--- src/verilog/mic_defines.vh ---
// Register map, field layout, reset values and timing counts
`ifndef MIC_DEFINES_VH
`define MIC_DEFINES_VH

`define MIC_ADDR_B2B 32'hff800408
`define MIC_ADDR_NB2B 32'hff80040c
`define MIC_ADDR_CWR 32'hff800410
`define MIC_ADDR_CTRL 32'hff800480
`define MIC_ADDR_STAT 32'hff800484
`define MIC_ADDR_MASK 32'hff800488
`define MIC_ADDR_STATE 32'hff80048c

`define MIC_B2B_F 6:0
`define MIC_SLOT_WINDOW_LEN_F 14:8
`define MIC_NB2B_F 6:0
`define MIC_SLOT_F 13:8
`define MIC_RETRY_F 3:0
`define MIC_DUPLEX_BIT 0
`define MIC_SKIPBO_BIT 12

`define MIC_B2B_RST 7'h12
`define MIC_SLOT_WINDOW_LEN_RST 7'h0c
`define MIC_NB2B_RST 7'h12
`define MIC_SLOT_RST 6'h37
`define MIC_RETRY_RST 4'hf

`define MIC_FD_OFS 8'h03
`define MIC_HD_OFS 8'h06

`define MIC_NIB_DIV 4'h2
`define MIC_SLOT_NIBS 7'h7f
`define MIC_BO_MAXEXP 4'ha

`define MIC_EV_XCOL 0
`define MIC_EV_LATE 1
`define MIC_EV_COL 2
`define MIC_EV_DONE 3
`define MIC_EV_W 4

`define MIC_RESP_OK 2'b00
`define MIC_RESP_ERR 2'b10

`endif

--- src/verilog/mic_tx_timing.v ---
// Transmit gap, deferral, collision window and retry control with AXI regs
`timescale 1ns/100ps
`include "mic_defines.vh"
module mic_tx_timing (
   input wire ref_clk,
   input wire sys_rst,
   input wire [31:0] s_axi_awaddr,
   input wire s_axi_awvalid,
   output reg s_axi_awready,
   input wire [31:0] s_axi_wdata,
   input wire [3:0] s_axi_wstrb,
   input wire s_axi_wvalid,
   output reg s_axi_wready,
   output reg [1:0] s_axi_bresp,
   output reg s_axi_bvalid,
   input wire s_axi_bready,
   input wire [31:0] s_axi_araddr,
   input wire s_axi_arvalid,
   output reg s_axi_arready,
   output reg [31:0] s_axi_rdata,
   output reg [1:0] s_axi_rresp,
   output reg s_axi_rvalid,
   input wire s_axi_rready,
   input wire pkt_pending,
   input wire tx_done,
   input wire crs_pin,
   input wire col_pin,
   output reg tx_go,
   output reg tx_abort,
   output reg tx_retry,
   output reg irq
);
   localparam ST_GAP = 4'b0001;
   localparam ST_READY = 4'b0010;
   localparam ST_XMIT = 4'b0100;
   localparam ST_BACK = 4'b1000;

   function [31:0] wmerge;
      input [31:0] old;
      input [31:0] data;
      input [3:0] strb;
      integer i;
      begin
         wmerge = old;
         for (i = 0; i < 4; i = i + 1) begin
            if (strb[i])
               wmerge[i*8 +: 8] = data[i*8 +: 8];
         end
      end
   endfunction

   function mapped;
      input [31:0] a;
      begin
         mapped = (a == `MIC_ADDR_B2B) || (a == `MIC_ADDR_NB2B) ||
            (a == `MIC_ADDR_CWR) || (a == `MIC_ADDR_CTRL) ||
            (a == `MIC_ADDR_STAT) || (a == `MIC_ADDR_MASK) ||
            (a == `MIC_ADDR_STATE);
      end
   endfunction

   ////////////////////////////////////////////////////////////////////
   // Registers
   reg [31:0] b2b_r, nb2b_r, cwr_r, ctrl_r;
   reg [`MIC_EV_W-1:0] stat_r, mask_r;
   reg aw_hold_r, w_hold_r;
   reg [31:0] aw_addr_r, w_data_r;
   reg [3:0] w_strb_r;
   wire aw_take, w_take, do_write, ar_take, aw_hold_nxt, w_hold_nxt;
   reg [31:0] rd_mux;
   reg [3:0] state_r, att_r;
   reg [`MIC_EV_W-1:0] ev;

   assign aw_take = s_axi_awvalid & s_axi_awready;
   assign w_take = s_axi_wvalid & s_axi_wready;
   // Write lands one cycle after both halves are held
   assign do_write = aw_hold_r & w_hold_r & ~s_axi_bvalid;
   assign aw_hold_nxt = (aw_hold_r | aw_take) & ~do_write;
   assign w_hold_nxt = (w_hold_r | w_take) & ~do_write;
   assign ar_take = s_axi_arvalid & s_axi_arready;
   always @(posedge ref_clk) begin
      if (sys_rst) begin
         aw_hold_r <= 1'b0;
         w_hold_r <= 1'b0;
         aw_addr_r <= 32'h00000000;
         w_data_r <= 32'h00000000;
         w_strb_r <= 4'h0;
         s_axi_awready <= 1'b0;
         s_axi_wready <= 1'b0;
         s_axi_bvalid <= 1'b0;
         s_axi_bresp <= `MIC_RESP_OK;
         b2b_r <= {25'h0000000, `MIC_B2B_RST};
         nb2b_r <= {17'h00000, `MIC_SLOT_WINDOW_LEN_RST, 1'b0, `MIC_NB2B_RST};
         cwr_r <= {18'h00000, `MIC_SLOT_RST, 4'h0, `MIC_RETRY_RST};
         ctrl_r <= 32'h00000000;
         stat_r <= {`MIC_EV_W{1'b0}};
         mask_r <= {`MIC_EV_W{1'b0}};
      end else begin
         aw_hold_r <= aw_hold_nxt;
         w_hold_r <= w_hold_nxt;
         s_axi_awready <= ~aw_hold_nxt;
         s_axi_wready <= ~w_hold_nxt;
         if (aw_take)
            aw_addr_r <= s_axi_awaddr;
         if (w_take) begin
            w_data_r <= s_axi_wdata;
            w_strb_r <= s_axi_wstrb;
         end
         if (s_axi_bvalid & s_axi_bready) begin
            s_axi_bvalid <= 1'b0;
         end else if (do_write) begin
            s_axi_bvalid <= 1'b1;
            s_axi_bresp <= mapped(aw_addr_r) ? `MIC_RESP_OK : `MIC_RESP_ERR;
         end
         // Reserved bits stay zero whatever is written
         if (do_write && aw_addr_r == `MIC_ADDR_B2B)
            b2b_r <= wmerge(b2b_r, w_data_r, w_strb_r) & 32'h0000007f;
         if (do_write && aw_addr_r == `MIC_ADDR_NB2B)
            nb2b_r <= wmerge(nb2b_r, w_data_r, w_strb_r) & 32'h00007f7f;
         if (do_write && aw_addr_r == `MIC_ADDR_CWR)
            cwr_r <= wmerge(cwr_r, w_data_r, w_strb_r) & 32'h00003f0f;
         if (do_write && aw_addr_r == `MIC_ADDR_CTRL)
            ctrl_r <= wmerge(ctrl_r, w_data_r, w_strb_r) & 32'h00001001;
         if (do_write && aw_addr_r == `MIC_ADDR_MASK && w_strb_r[0])
            mask_r <= w_data_r[`MIC_EV_W-1:0];
         // A new event beats a same-cycle write-one clear
         if (do_write && aw_addr_r == `MIC_ADDR_STAT && w_strb_r[0]) begin
            stat_r <= (stat_r & ~w_data_r[`MIC_EV_W-1:0]) | ev;
         end else begin
            stat_r <= stat_r | ev;
         end
      end
   end

   always @* begin
      case (s_axi_araddr)
         `MIC_ADDR_B2B: rd_mux = b2b_r;
         `MIC_ADDR_NB2B: rd_mux = nb2b_r;
         `MIC_ADDR_CWR: rd_mux = cwr_r;
         `MIC_ADDR_CTRL: rd_mux = ctrl_r;
         `MIC_ADDR_STAT: rd_mux = {28'h0000000, stat_r};
         `MIC_ADDR_MASK: rd_mux = {28'h0000000, mask_r};
         `MIC_ADDR_STATE: rd_mux = {24'h000000, att_r, state_r};
         default: rd_mux = 32'h00000000;
      endcase
   end

   always @(posedge ref_clk) begin
      if (sys_rst) begin
         s_axi_arready <= 1'b0;
         s_axi_rvalid <= 1'b0;
         s_axi_rdata <= 32'h00000000;
         s_axi_rresp <= `MIC_RESP_OK;
         irq <= 1'b0;
      end else begin
         irq <= |((stat_r | ev) & mask_r);
         if (ar_take) begin
            s_axi_arready <= 1'b0;
            s_axi_rvalid <= 1'b1;
            s_axi_rdata <= rd_mux;
            s_axi_rresp <= mapped(s_axi_araddr) ? `MIC_RESP_OK
               : `MIC_RESP_ERR;
         end else if (s_axi_rvalid & s_axi_rready) begin
            s_axi_rvalid <= 1'b0;
            s_axi_arready <= 1'b1;
         end else if (~s_axi_rvalid) begin
            s_axi_arready <= 1'b1;
         end
      end
   end

   ////////////////////////////////////////////////////////////////////
   // Pin synchronisers and nibble-rate enable
   reg [2:0] crs_s_r, col_s_r;
   reg crs_f_r, col_f_r;
   reg [3:0] div_r;
   reg nib_en_r;

   always @(posedge ref_clk) begin
      if (sys_rst) begin
         crs_s_r <= 3'h0;
         col_s_r <= 3'h0;
         crs_f_r <= 1'b0;
         col_f_r <= 1'b0;
         div_r <= 4'h0;
         nib_en_r <= 1'b0;
      end else begin
         crs_s_r <= {crs_s_r[1:0], crs_pin};
         col_s_r <= {col_s_r[1:0], col_pin};
         if (crs_s_r[1] == crs_s_r[2])
            crs_f_r <= crs_s_r[2];
         if (col_s_r[1] == col_s_r[2])
            col_f_r <= col_s_r[2];
         if (div_r == `MIC_NIB_DIV - 4'h1) begin
            div_r <= 4'h0;
            nib_en_r <= 1'b1;
         end else begin
            div_r <= div_r + 4'h1;
            nib_en_r <= 1'b0;
         end
      end
   end

   ////////////////////////////////////////////////////////////////////
   // Gap, deferral and collision control
   wire full_dup = ctrl_r[`MIC_DUPLEX_BIT];
   wire skip_bo = ctrl_r[`MIC_SKIPBO_BIT];
   wire crs_h = crs_f_r & ~full_dup;
   wire col_h = col_f_r & ~full_dup;
   wire [7:0] b2b_thr, gap_thr;
   wire gap_met, in_window;
   reg [7:0] gap_cnt_r;
   reg [11:0] tx_nib_r;
   reg b2b_r_flag, bo_start_r;
   wire bo_done;

   // Field holds gap less the duplex offset
   assign b2b_thr = {1'b0, b2b_r[`MIC_B2B_F]} +
      (full_dup ? `MIC_FD_OFS : `MIC_HD_OFS);
   assign gap_thr = b2b_r_flag ? b2b_thr
      : {1'b0, nb2b_r[`MIC_NB2B_F]};
   assign gap_met = gap_cnt_r >= gap_thr;
   // Window measured in bytes from first preamble nibble
   assign in_window = tx_nib_r[11:1] < {5'h00, cwr_r[`MIC_SLOT_F]};

   mic_backoff mic_backoff_i (
      .ref_clk(ref_clk),
      .sys_rst(sys_rst),
      .nib_en(nib_en_r),
      .start(bo_start_r),
      .attempt(att_r),
      .busy_r(),
      .done_r(bo_done)
   );

   always @(posedge ref_clk) begin
      if (sys_rst) begin
         state_r <= ST_GAP;
         gap_cnt_r <= 8'h00;
         tx_nib_r <= 12'h000;
         b2b_r_flag <= 1'b0;
         att_r <= 4'h0;
         bo_start_r <= 1'b0;
         tx_go <= 1'b0;
         tx_abort <= 1'b0;
         tx_retry <= 1'b0;
         ev <= {`MIC_EV_W{1'b0}};
      end else begin
         bo_start_r <= 1'b0;
         tx_abort <= 1'b0;
         tx_retry <= 1'b0;
         ev <= {`MIC_EV_W{1'b0}};
         case (state_r)
            ST_GAP: begin
               if (crs_h && (gap_cnt_r < {1'b0, nb2b_r[`MIC_SLOT_WINDOW_LEN_F]})) begin
                  gap_cnt_r <= 8'h00;
                  b2b_r_flag <= 1'b0;
               end else if (gap_met)
                  state_r <= ST_READY;
               else if (nib_en_r)
                  gap_cnt_r <= gap_cnt_r + 8'h01;
            end
            ST_READY: begin
               if (crs_h && !pkt_pending) begin
                  state_r <= ST_GAP;
                  gap_cnt_r <= 8'h00;
                  b2b_r_flag <= 1'b0;
               end else if (pkt_pending) begin
                  // Carrier seen late is not deferred to
                  state_r <= ST_XMIT;
                  tx_go <= 1'b1;
                  tx_nib_r <= 12'h000;
               end
            end
            ST_XMIT: begin
               if (nib_en_r && tx_nib_r != 12'hfff)
                  tx_nib_r <= tx_nib_r + 12'h001;
               if (tx_done) begin
                  state_r <= ST_GAP;
                  tx_go <= 1'b0;
                  gap_cnt_r <= 8'h00;
                  b2b_r_flag <= 1'b1;
                  att_r <= 4'h0;
                  ev[`MIC_EV_DONE] <= 1'b1;
               end else if (col_h && in_window) begin
                  tx_go <= 1'b0;
                  gap_cnt_r <= 8'h00;
                  b2b_r_flag <= 1'b0;
                  ev[`MIC_EV_COL] <= 1'b1;
                  if (att_r == cwr_r[`MIC_RETRY_F]) begin
                     state_r <= ST_GAP;
                     att_r <= 4'h0;
                     tx_abort <= 1'b1;
                     ev[`MIC_EV_XCOL] <= 1'b1;
                  end else if (skip_bo) begin
                     state_r <= ST_GAP;
                     att_r <= att_r + 4'h1;
                     tx_retry <= 1'b1;
                  end else begin
                     state_r <= ST_BACK;
                     att_r <= att_r + 4'h1;
                     bo_start_r <= 1'b1;
                  end
               end else if (col_h && !in_window) begin
                  ev[`MIC_EV_LATE] <= 1'b1;
               end
            end
            ST_BACK: begin
               // Start pulse lands before busy rises
               if (bo_done) begin
                  state_r <= ST_GAP;
                  gap_cnt_r <= 8'h00;
                  tx_retry <= 1'b1;
               end
            end
            default: begin
               state_r <= ST_GAP;
               tx_go <= 1'b0;
            end
         endcase
      end
   end
endmodule

--- src/verilog/mic_backoff.v ---
// Binary exponential backoff timer with a free-running random source
`timescale 1ns/100ps
`include "mic_defines.vh"
module mic_backoff (
   input wire ref_clk,
   input wire sys_rst,
   input wire nib_en,
   input wire start,
   input wire [3:0] attempt,
   output reg busy_r,
   output reg done_r
);
   reg [15:0] lfsr_r;
   reg [9:0] slots_r;
   reg [6:0] nib_r;
   wire [3:0] expo;
   wire [9:0] pick;

   assign expo = (attempt > `MIC_BO_MAXEXP) ? `MIC_BO_MAXEXP : attempt;
   // Random draw in 0 .. 2^expo-1 slots
   assign pick = lfsr_r[9:0] & ~(10'h3ff << expo);

   always @(posedge ref_clk) begin
      if (sys_rst) begin
         lfsr_r <= 16'hace1;
         slots_r <= 10'h000;
         nib_r <= 7'h00;
         busy_r <= 1'b0;
         done_r <= 1'b0;
      end else begin
         lfsr_r <= {lfsr_r[14:0],
            lfsr_r[15] ^ lfsr_r[13] ^ lfsr_r[12] ^ lfsr_r[10]};
         done_r <= 1'b0;
         if (start) begin
            busy_r <= 1'b1;
            slots_r <= pick;
            nib_r <= `MIC_SLOT_NIBS;
         end else if (busy_r) begin
            if (slots_r == 10'h000) begin
               busy_r <= 1'b0;
               done_r <= 1'b1;
            end else if (nib_en) begin
               if (nib_r == 7'h00) begin
                  nib_r <= `MIC_SLOT_NIBS;
                  slots_r <= slots_r - 10'h001;
               end else begin
                  nib_r <= nib_r - 7'h01;
               end
            end
         end
      end
   end
endmodule

--- config.mk ---
export PLATFORM = sky130hd
export DESIGN_NAME = mic_tx_timing
export DESIGN_NICKNAME = d
export VERILOG_FILES = /design/src/verilog/mic_tx_timing.v /design/src/verilog/mic_backoff.v
export VERILOG_INCLUDE_DIRS = /design/src /design/src/verilog
export SDC_FILE = /design/constraint.sdc
export NUM_CORES = 1
export LEC_CHECK = 0
export BUFFER_PORTS_ARGS = -buffer_cell sky130_fd_sc_hd__buf_2
export CAP_MARGIN = 20
export CORE_ASPECT_RATIO = 0.5
export CORE_UTILIZATION = 51
export DETAILED_ROUTE_END_ITERATION = 8
export HOLD_SLACK_MARGIN = 0.15
export PLACE_DENSITY = 0.75
export SLEW_MARGIN = 20
export SYNTH_ARGS = -nofsm -noshare
export SYNTH_HDL_FRONTEND = slang
export SYNTH_SLANG_ARGS = --single-unit
--- constraint.sdc ---
create_clock -name ref_clk -period 3.2 [get_ports ref_clk]
set_input_delay 0.16 -clock ref_clk [delete_from_list [all_inputs] [get_ports ref_clk]]
set_output_delay 0.16 -clock ref_clk [all_outputs]
set_load 0.02 [all_outputs]
==> flow_summary.yaml, run 1 <==
critical_path:
  cp_data_arrival_time_ps: 3590
  r2r_start: "ctrl_r[0]$_SDFFE_PP0P_"
  critPathLaunchType: "flip-flop"
  crit_start: "ctrl_r[0]$_SDFFE_PP0P_"
  critPathCaptureType: "flip-flop"
  cp_max_fo: 7
  critical_path_class: "reg2reg"
  reg2regPathDepth: 15
  crit_required_ps: 3540
timing:
  fin_skew_ps: 9.21
  slew_violations: 0
  whs_ps: 225
  hold_violations: 0
  setup_violations: 6
  fin_crit_sh_pct: 102
  finalWorstSetupSlack_ps: -49.3
  fmax_mhz: 308
  max_slew_margin_pct: 33.8
  min_period_ps: 3250
  rsz0062_at_grt: "true"
  tightestPinTransition_ps: 991
logic_synthesis:
  synth-xor-area-share_pct: 2.98
  synth_area_um2: 9100
  ys_ff_latch: 198
  synth_mux_area_share_pct: 4.70
  ys_warn_count: 0
  ys_types: 77
  async_reset_ff_share_pct: 0
  syn_inst: 1073
  synthFlopType: "dfxtp_1"
  synth-edff-count: 0
  synth_fa_ha_area_share_pct: 4.40
  avgSynthCellArea_um2: 8.48
  yosys.area_share.simple_pct: 23.3
  synth_top_family_by_area: "simple AND/OR/NAND/NOR gates"
  synth-compound-area-share_pct: 15.6
  yosysSeqAreaShare_pct: 43.5
finish:
  fin_area_um2: 11300
  layout.cells.non_filler: 1494
  layout_common_cells: "dfxtp_1, nand2_1, buf_2"
  fin_util_pct: 64.7
  drive_gt1_share_pct: 18.5
  layout_commonest_cell: "dfxtp_1"
  nets: 1390
  fillCellCount: 1457
  syn2layout_area_growth_pct: 23.7
  n_antenna_cell: 0
drt:
  viasPerCell: 5.48
  ant_nets: 0
  wire_per_inst_um: 15.6
  drtIter0Drc: 465
  num_vias: 8189
  firstDrtPassIters: 5
  wl_um: 23400
  drc: 0
global_route:
  grt_start_max_net_pins: 126
  grt.total_usage_pct: 25.5
  grt_pass1_vias: 7604
  grt_pass1_wl_um: 36800
  overflow: 0
  antenna_found_initial: 0
cts:
  cts.sinks: 198
  cts_buffers: 17
  root_buffer: "clkbuf_16"
  cts_max_level: 4
  tritoncts: "yes"
  clkLatencyLatePin_ps: 440
  ctsLongestPathBuffers: 2
  clkTransAtPathRegs_ps: 80
placed_design:
  dp_hpwl_um: 15600
  io_buffers: 116
  gp_congestion: 0.882
  dpl.cell_count: 1389
  dpl_cell_area_um2: 9830
floorplan:
  die_w_um: 191
  start_util_pct: 52.3
  die_h_um: 96.5
  dieArea_um2: 18400
  rows: 34
  ioPinCount: 156
  coreArea_um2: 17400
power_and_ir_drop:
  p_per_area_nw_per_um2: 445
  ir_drop_mv: 0.363
  p_leak_nw: 4.54
worst_hold_path:
  min_path_type: "in2reg"
  min_path_cells: 4
  hp-start: "s_axi_araddr[4]"
run_status:
  violations: "setup timing"
  status: "finished with violations"
run:
  cap_violations: 0
power breakdown:
group / total [mW] / leakage, nW / internal, mW / switching (mW)
sequential: 2.57 / 1.61 / 2.52 / 0.0466
clock: 2.07 / 0.265 / 1.03 / 1.04
combinational: 0.378 / 2.66 / 0.170 / 0.207
cell usage after synthesis, types with 3 or more instances:
| master | count | area, µm² |
|---|---|---|
| clkbuf_1 | 33 | 124 |
| or3_1 | 6 | 37.5 |
| buf_4 | 21 | 158 |
| dfxtp_1 | 198 | 3960 |
| nor4_1 | 10 | 62.6 |
| nand3b_1 | 5 | 37.5 |
| nand3_1 | 22 | 110 |
| nand2b_1 | 8 | 50.1 |
| a21oi_1 | 100 | 500 |
| mux2_2 | 4 | 45.0 |
| xor2_1 | 19 | 166 |
| and3_1 | 15 | 93.8 |
| nand2_1 | 169 | 634 |
| inv_1 | 38 | 143 |
| nor3b_1 | 3 | 22.5 |
| a31o_2 | 3 | 26.3 |
| or3b_1 | 5 | 43.8 |
| o21ai_1 | 12 | 60.1 |
| o21a_1 | 7 | 52.6 |
| a311oi_1 | 7 | 61.3 |
| xnor2_1 | 12 | 105 |
| a211oi_1 | 4 | 30.0 |
| a21o_1 | 3 | 22.5 |
| o31ai_1 | 4 | 30.0 |
| buf_1 | 7 | 26.3 |
| o21ai_0 | 35 | 175 |
| ha_1 | 32 | 400 |
| nand4_1 | 15 | 93.8 |
| o211ai_1 | 13 | 97.6 |
| buf_2 | 6 | 30.0 |
| nor3_1 | 26 | 130 |
| or4_1 | 4 | 30.0 |
| and2_1 | 4 | 25.0 |
| nor4b_1 | 7 | 61.3 |
| a22o_1 | 3 | 26.3 |
| a22oi_1 | 8 | 60.1 |
| a31oi_1 | 4 | 25.0 |
| nor2b_1 | 22 | 138 |
| nor2_1 | 90 | 338 |
| mux2i_1 | 36 | 360 |
| or2_2 | 9 | 56.3 |
sequential cells by signal, summed over array words and instances, names as in the netlist, 10 cells and up:
| signal | cells |
|---|---|
| aw_addr_r | 32 |
| cwr_r | 10 |
| mic_backoff_i.lfsr_r | 16 |
| mic_backoff_i.slots_r | 10 |
| nb2b_r | 14 |
| s_axi_rdata | 15 |
| tx_nib_r | 12 |
| w_data_r | 14 |
cell type report:
class	instances	area (µm²)	share of cell area [%]
Inverter	39	146	1.30
Sequential cell	198	3970	35.2
Tap cell	234	293	2.60
Timing Repair Buffer	205	1440	12.7
Clock inverter	15	138	1.22
Clock buffer	17	425	3.78
Multi-Input combinational cell	786	4860	43.1
what timing repair did:
| action | in CTS | in global routing |
|---|---|---|
| endpoints found under the hold margin | 72 | 0 |
| gates resized for setup | 24 | 15 |
| buffers inserted | 5 | 2 |
| hold buffers | 66 | 0 |
| pin swaps | 15 | 19 |
| endpoints found under the setup margin | 8 | 8 |
stage by stage:
| step | TNS [ps] | setup WS [ps] | total power, mW |
|---|---|---|---|
| final | -216 | -49.3 | 5.01 |
| after global placement | -340 | -57.5 | 2.93 |
| after global routing | -1070 | -177 | 5.20 |
| after floorplan | 0 | 110 | 2.83 |
| after detailed placement | -1170 | -180 | 2.94 |
| after CTS | -13.3 | -12.2 | 5.04 |
kinds of logic (layout without fill, tap and decap cells):
logic type | after synthesis | in the layout
compound gates | 229 | 229
xor+xnor | 31 | 31
fa+ha+maj | 32 | 32
buf+inv | 107 | 276
flops | 198 | 198
mux | 41 | 41
other cells | 1 | 19
simple gates | 434 | 434
path summary, 6_finish.rpt:
kind	slack (ps)	endpoint
max reg2reg	-50	gap_cnt_r[7]$_SDFFE_PP0P_
min reg2reg	420	mic_backoff_i.lfsr_r[15]$_SDFF_PP1_
min	230	s_axi_rdata[12]$_SDFFE_PP0P_
max	-50	gap_cnt_r[7]$_SDFFE_PP0P_
layer usage:
| metal | global-route usage [%] | wire length, µm | share of wire, % | vias up |
|---|---|---|---|---|
| met3 | 5.38 | 1410 | 6.1 | 36 |
| met4 | 9.40 | 455 | 1.9 | 0 |
| li1 | - | - | - | 4045 |
| met1 | 32.6 | 10700 | 46 | 3861 |
| met5 | 0 | 0 | 0 | - |
| met2 | 43.0 | 10800 | 46 | 247 |
critical path, stage by stage (launching register included):
cell and delay [ps]:
dfxtp_4 370, ha_4 130, inv_1 60, ha_4 160, buf_4 130, buf_4 130
xnor2_2 120, mux2i_1 190, ha_2 300, or3_4 380, a21oi_4 190, o31ai_4 80
o32ai_2 270, o21ai_2 150, or4_1 410, o31ai_1 80
(Power assumes the default switching activity.)
==> run 2, diff against run 1 <==
- CORE_UTILIZATION: 51 -> 45
- PLACE_DENSITY: 0.75 -> 0.68
==> run 2 against run 1 <==
  * The run now ends clean
  * Critical path depth shrank 1
  * Design area fell by 0.30%
  * Highest routed layer unchanged
  * First-iteration DRC count decreased by 8.6%
  * Flip-flop and latch count unchanged
  * Global-route usage fell by 2.7 points
  * Critical path type unchanged
==> flow_summary.yaml, run 2 (synthesis results as in run 1) <==
timing:
  fin_skew_ps: 9.19
  fmax_mhz: 319
  hold_violations: 0
  max_slew_margin_pct: 33.7
  min_period_ps: 3130
  finalWorstSetupSlack_ps: 65.5
  slew_violations: 0
  tightestPinTransition_ps: 992
  rsz0062_at_grt: "true"
  fin_crit_sh_pct: 98.0
  setup_violations: 0
drt:
  viasPerCell: 5.36
  drtIter0Drc: 425
  drc: 0
  firstDrtPassIters: 5
  ant_nets: 0
  num_vias: 8132
  wl_um: 23400
  wire_per_inst_um: 15.4
worst_hold_path:
  min_path_cells: 2
  whs_endpoint: "mask_r[1]$_SDFFE_PP0P_"
  hp-start: "sys_rst"
  min_path_type: "in2reg"
global_route:
  grt_start_max_net_pins: 71
  grt_pass1_wl_um: 37600
  antenna_found_initial: 0
  grt.total_usage_pct: 22.8
  grt_pass1_vias: 7573
  overflow: 0
placed_design:
  dpl_cell_area_um2: 9900
  io_buffers: 116
  dp_hpwl_um: 16300
  gp_congestion: 0.910
  place_ws_ps: -150
floorplan:
  ioPinCount: 156
  start_util_pct: 46.4
  die_w_um: 203
  coreArea_um2: 19600
  dieArea_um2: 20800
  rows: 36
  die_h_um: 103
critical_path:
  r2r-end: "gap_cnt_r[6]$_SDFFE_PP0P_"
  cp_max_fo: 7
  cp_data_arrival_time_ps: 3500
  critPathCaptureType: "flip-flop"
  reg2regPathDepth: 14
  critical_path_class: "reg2reg"
  crit_required_ps: 3570
  r2r_start: "ctrl_r[0]$_SDFFE_PP0P_"
  r2r_slack_ps: 70
  critPathLaunchType: "flip-flop"
cts:
  cts_max_level: 4
  ctsLongestPathBuffers: 2
  cts_buffers: 17
  cts.sinks: 198
  root_buffer: "clkbuf_16"
  tritoncts: "yes"
  clkLatencyLatePin_ps: 430
  clkTransAtPathRegs_ps: 70
power_and_ir_drop:
  p_per_area_nw_per_um2: 448
  pwr-share-seq_pct: 51.1
  p_leak_nw: 4.47
  ir_drop_mv: 0.308
  clockPowerShare_pct: 41.3
  intPower_mw: 3.83
  p_sw_mw: 1.20
  totalPowerFinal_mw: 5.03
  switching_share_pct: 23.8
  p_comb_share_pct: 7.6
finish:
  top_register: "aw_addr_r"
  layout_common_cells: "dfxtp_1, nand2_1, buf_2"
  nets: 1383
  reg.largest.list: "aw_addr_r (32), mic_backoff_i.lfsr_r (16), s_axi_rdata (15)"
  syn2layout_area_growth_pct: 23.4
  n_antenna_cell: 0
  fillCellCount: 1770
  largest_reg_flops: 32
  layout_commonest_cell: "dfxtp_1"
  fin_area_um2: 11200
  drive_gt1_share_pct: 18.8
run:
  cap_violations: 0
run_status:
  status: "completed"
run 2: changes by cell type in the layout (fill, tap and decap cells not counted), sizes merged:
cell,change
dlygate4sd3,-10
inv,-7
clkbuf,+4
buf,+3
bufinv,+1
clkinv,+1
run 2: layer usage:
metal / share of wire, % / routed length, µm / vias up / track usage [%]
met2: 47 / 11000 / 202 / 40.0
met5: 0 / 0 / - / 0
met1: 48 / 11100 / 3858 / 29.4
met4: 1.5 / 340 / 0 / 7.40
li1: - / - / 4046 / -
met3: 4.0 / 947 / 26 / 3.22
run 2: layout make-up:
type	count	area (µm²)	area share, %
Multi-Input combinational cell	786	4870	43.3
Sequential cell	198	3970	35.3
Timing Repair Buffer	198	1340	12.0
Clock buffer	21	470	4.19
Tap cell	266	333	2.96
Inverter	39	149	1.33
Clock inverter	10	100	0.891
run 2: stage by stage:
stage	std cells	TNS, ps	utilization [%]	hold WS (ps)
after floorplan	1091	0	-	232
final	1518	0	57.2	202
after CTS	1517	0	56.9	183
after global routing	1518	-440	57.2	199
after global placement	1426	-196	50.4	379
after detailed placement	1426	-899	50.4	378
run 2: worst max-delay path by stage:
stage	from	end	slack, ps	cells past startpoint
6_report	ctrl_r[0]$_SDFFE_PP0P_	gap_cnt_r[6]$_SDFFE_PP0P_	70	14
5_1_grt	ctrl_r[0]$_SDFFE_PP0P_	gap_cnt_r[1]$_SDFFE_PP0P_	-70	18
4_1_cts	ctrl_r[0]$_SDFFE_PP0P_	gap_cnt_r[6]$_SDFFE_PP0P_	7	18
3_5_place_dp	ctrl_r[0]$_SDFFE_PP0P_	gap_cnt_r[3]$_SDFFE_PP0P_	-150	16
3_3_place_gp	ctrl_r[0]$_SDFFE_PP0P_	gap_cnt_r[1]$_SDFFE_PP0P_	-50	16
2_1_floorplan	ctrl_r[0]$_SDFFE_PP0P_	gap_cnt_r[2]$_SDFFE_PP0P_	110	16
run 2: repair_timing:
item / in CTS / in global routing
pin swaps: 20 / 6
resized for setup: 27 / 19
setup buffers: 5 / 1
hold endpoints to repair: 60 / 0
endpoints found under the setup margin: 8 / 8
hold buffers: 56 / 0
run 2: critical path, stage by stage (launching register included):
cell and delay [ps]:
dfxtp_4 380, inv_4 40, ha_4 210, o21a_1 110, nor2_2 160, xnor2_1 130, mux2i_1 100, ha_2 200
or4_4 540, a21oi_4 150, o31ai_4 110, o32ai_4 290, o21ai_4 120, or3b_1 390, a21oi_1 120
run 2: power groups by stage:
| stage | Sequential [mW] | Combinational [mW] | Clock, mW |
|---|---|---|---|
| finish | 2.57 | 0.380 | 2.08 |
| global route | 2.58 | 0.421 | 2.22 |
| CTS | 2.57 | 0.372 | 2.12 |
| detailed placement | 2.63 | 0.315 | 0 |
| global placement | 2.62 | 0.306 | 0 |
| floorplan | 2.62 | 0.214 | 0 |
==> run 3, diff against run 2 <==
- PLACE_DENSITY: 0.68 -> 0.65
- clock period: 3.2 -> 3.1 ns (I/O delays scaled with it)
==> run 3 against run 2 <==
  * The flow now finishes with violations (setup timing)
  * Core utilization is 0.21 points higher
  * Setup slack worse by 170 ps
  * Worst hold slack got worse by 21 ps
  * Clock-buffer cell count fell by 2
  * Design area grew 0.37%
  * First-iteration DRC count grew 12%
  * Die area unchanged
  * Final cell count grew 0.40%
  * Non-clock buffer count rose by 5
==> flow_summary.yaml, run 3 (synthesis results as in run 1) <==
run_status:
  status: "finished with violations"
  violations: "setup timing"
global_route:
  grt_pass1_wl_um: 38200
  antenna_found_initial: 0
  grt_start_max_net_pins: 65
  grt_pass1_vias: 7708
  grt.total_usage_pct: 23.2
  overflow: 0
finish:
  fin_area_um2: 11300
  syn2layout_area_growth_pct: 23.8
  top_register: "aw_addr_r"
  nets: 1388
  layout.cells.non_filler: 1524
  layout_commonest_cell: "dfxtp_1"
  n_antenna_cell: 0
  layout_common_cells: "dfxtp_1, nand2_1, buf_2"
  drive_gt1_share_pct: 18.7
  reg.largest.list: "aw_addr_r (32), mic_backoff_i.lfsr_r (16), s_axi_rdata (15)"
  largest_reg_flops: 32
floorplan:
  die_h_um: 103
  ioPinCount: 156
  rows: 36
  dieArea_um2: 20800
  die_w_um: 203
  start_util_pct: 46.4
  coreArea_um2: 19600
timing:
  tns_ps: -422
  rsz0062_at_grt: "true"
  hold_violations: 0
  slew_violations: 0
  fin_crit_sh_pct: 104
  fmax_mhz: 312
  setup_violations: 6
  max_slew_margin_pct: 48.7
  fin_skew_ps: 11.7
  finalWorstSetupSlack_ps: -110
  min_period_ps: 3210
  tightestPinTransition_ps: 761
cts:
  root_buffer: "clkbuf_16"
  clkLatencyLatePin_ps: 450
  cts_max_level: 4
  clkTransAtPathRegs_ps: 80
  ctsLongestPathBuffers: 2
  tritoncts: "yes"
  cts.sinks: 198
  cts_buffers: 17
placed_design:
  gp_congestion: 0.935
  dpl_cell_area_um2: 9930
  dp_hpwl_um: 16600
  place_ws_ps: -288
  io_buffers: 116
  dpl.cell_count: 1430
power_and_ir_drop:
  totalPowerFinal_mw: 5.34
  p_per_area_nw_per_um2: 474
  ir_drop_mv: 0.379
  p_leak_nw: 4.52
critical_path:
  crit_required_ps: 3470
  cp_max_fo: 7
  cp_data_arrival_time_ps: 3580
  critPathCaptureType: "flip-flop"
  critPathLaunchType: "flip-flop"
  critical_path_class: "reg2reg"
drt:
  ant_nets: 0
  drc: 0
  drtIter0Drc: 476
  firstDrtPassIters: 5
  num_vias: 8064
  wl_um: 23500
  wire_per_inst_um: 15.4
  viasPerCell: 5.29
run:
  cap_violations: 0
worst_hold_path:
  min_path_type: "in2reg"
run 3: cell count changes in the layout (fill, tap and decap cells not counted), sizes merged:
cell / delta
bufinv: +1
inv: +6
buf: +5
clkinvlp: -2
clkinv: -2
clkbuf: -2
run 3: final cells by class:
cell class                 instances  area [µm²]
clock inverter                    13         161
tap                              266         333
timing repair buffer             203        1390
sequential                       198        3970
multi-input combinational        786        4830
fill                            1811        8370
inverter                          39         149
clock buffer                      19         443
run 3: worst max-delay path, stage by stage, from the launching register on:
cell	delay [ps]
dfxtp_4	380
inv_4	40
ha_4	270
nor2b_4	160
o21ai_2	80
xor2_1	160
nand2_1	90
o21ai_2	60
ha_2	200
or4_4	490
a21oi_4	160
o31ai_4	90
o32ai_2	270
o21ai_2	150
or3b_1	380
a21oi_1	150
run 3: repair_timing:
item,4_1_cts,5_1_grt
hold buffers,56,0
endpoints found under the hold margin,60,0
setup endpoints to repair,8,8
resized for setup,29,7
pin swaps,22,8
buffers inserted,5,1
run 3: power by group:
group | internal, mW | leakage [nW] | switching [mW]
logic | 0.175 | 2.62 | 0.215
registers | 2.61 | 1.61 | 0.0468
clock network | 1.24 | 0.291 | 1.06
total | 4.02 | 4.52 | 1.32
run 3: path summary, 6_finish.rpt:
| kind | startpoint | end | slack (ps) | depth (start not counted) |
|---|---|---|---|---|
| hold / removal | sys_rst | nb2b_r[0]$_SDFFE_PP0P_ | 180 | 2 |
| setup reg to reg | ctrl_r[0]$_SDFFE_PP0P_ | gap_cnt_r[6]$_SDFFE_PP0P_ | -110 | 15 |
| hold reg to reg | mic_backoff_i.lfsr_r[14]$_SDFF_PP0_ | mic_backoff_i.lfsr_r[15]$_SDFF_PP1_ | 410 | 1 |
| setup / recovery | ctrl_r[0]$_SDFFE_PP0P_ | gap_cnt_r[6]$_SDFFE_PP0P_ | -110 | 15 |
run 3: per-stage QoR:
step	hold slack (ps)	utilization (%)
4_1_cts	169	57.2
3_5_place_dp	398	50.5
2_1_floorplan	227	-
5_1_grt	195	57.4
6_report	181	57.4
3_3_place_gp	394	50.5
run 3: layer usage:
metal	vias to the layer above	global-route usage [%]	share of wire, %
met4	0	6.54	1.5
met5	-	0	0
met2	206	38.8	46
met1	3801	30.7	48
li1	4036	-	-
met3	21	4.61	4.7
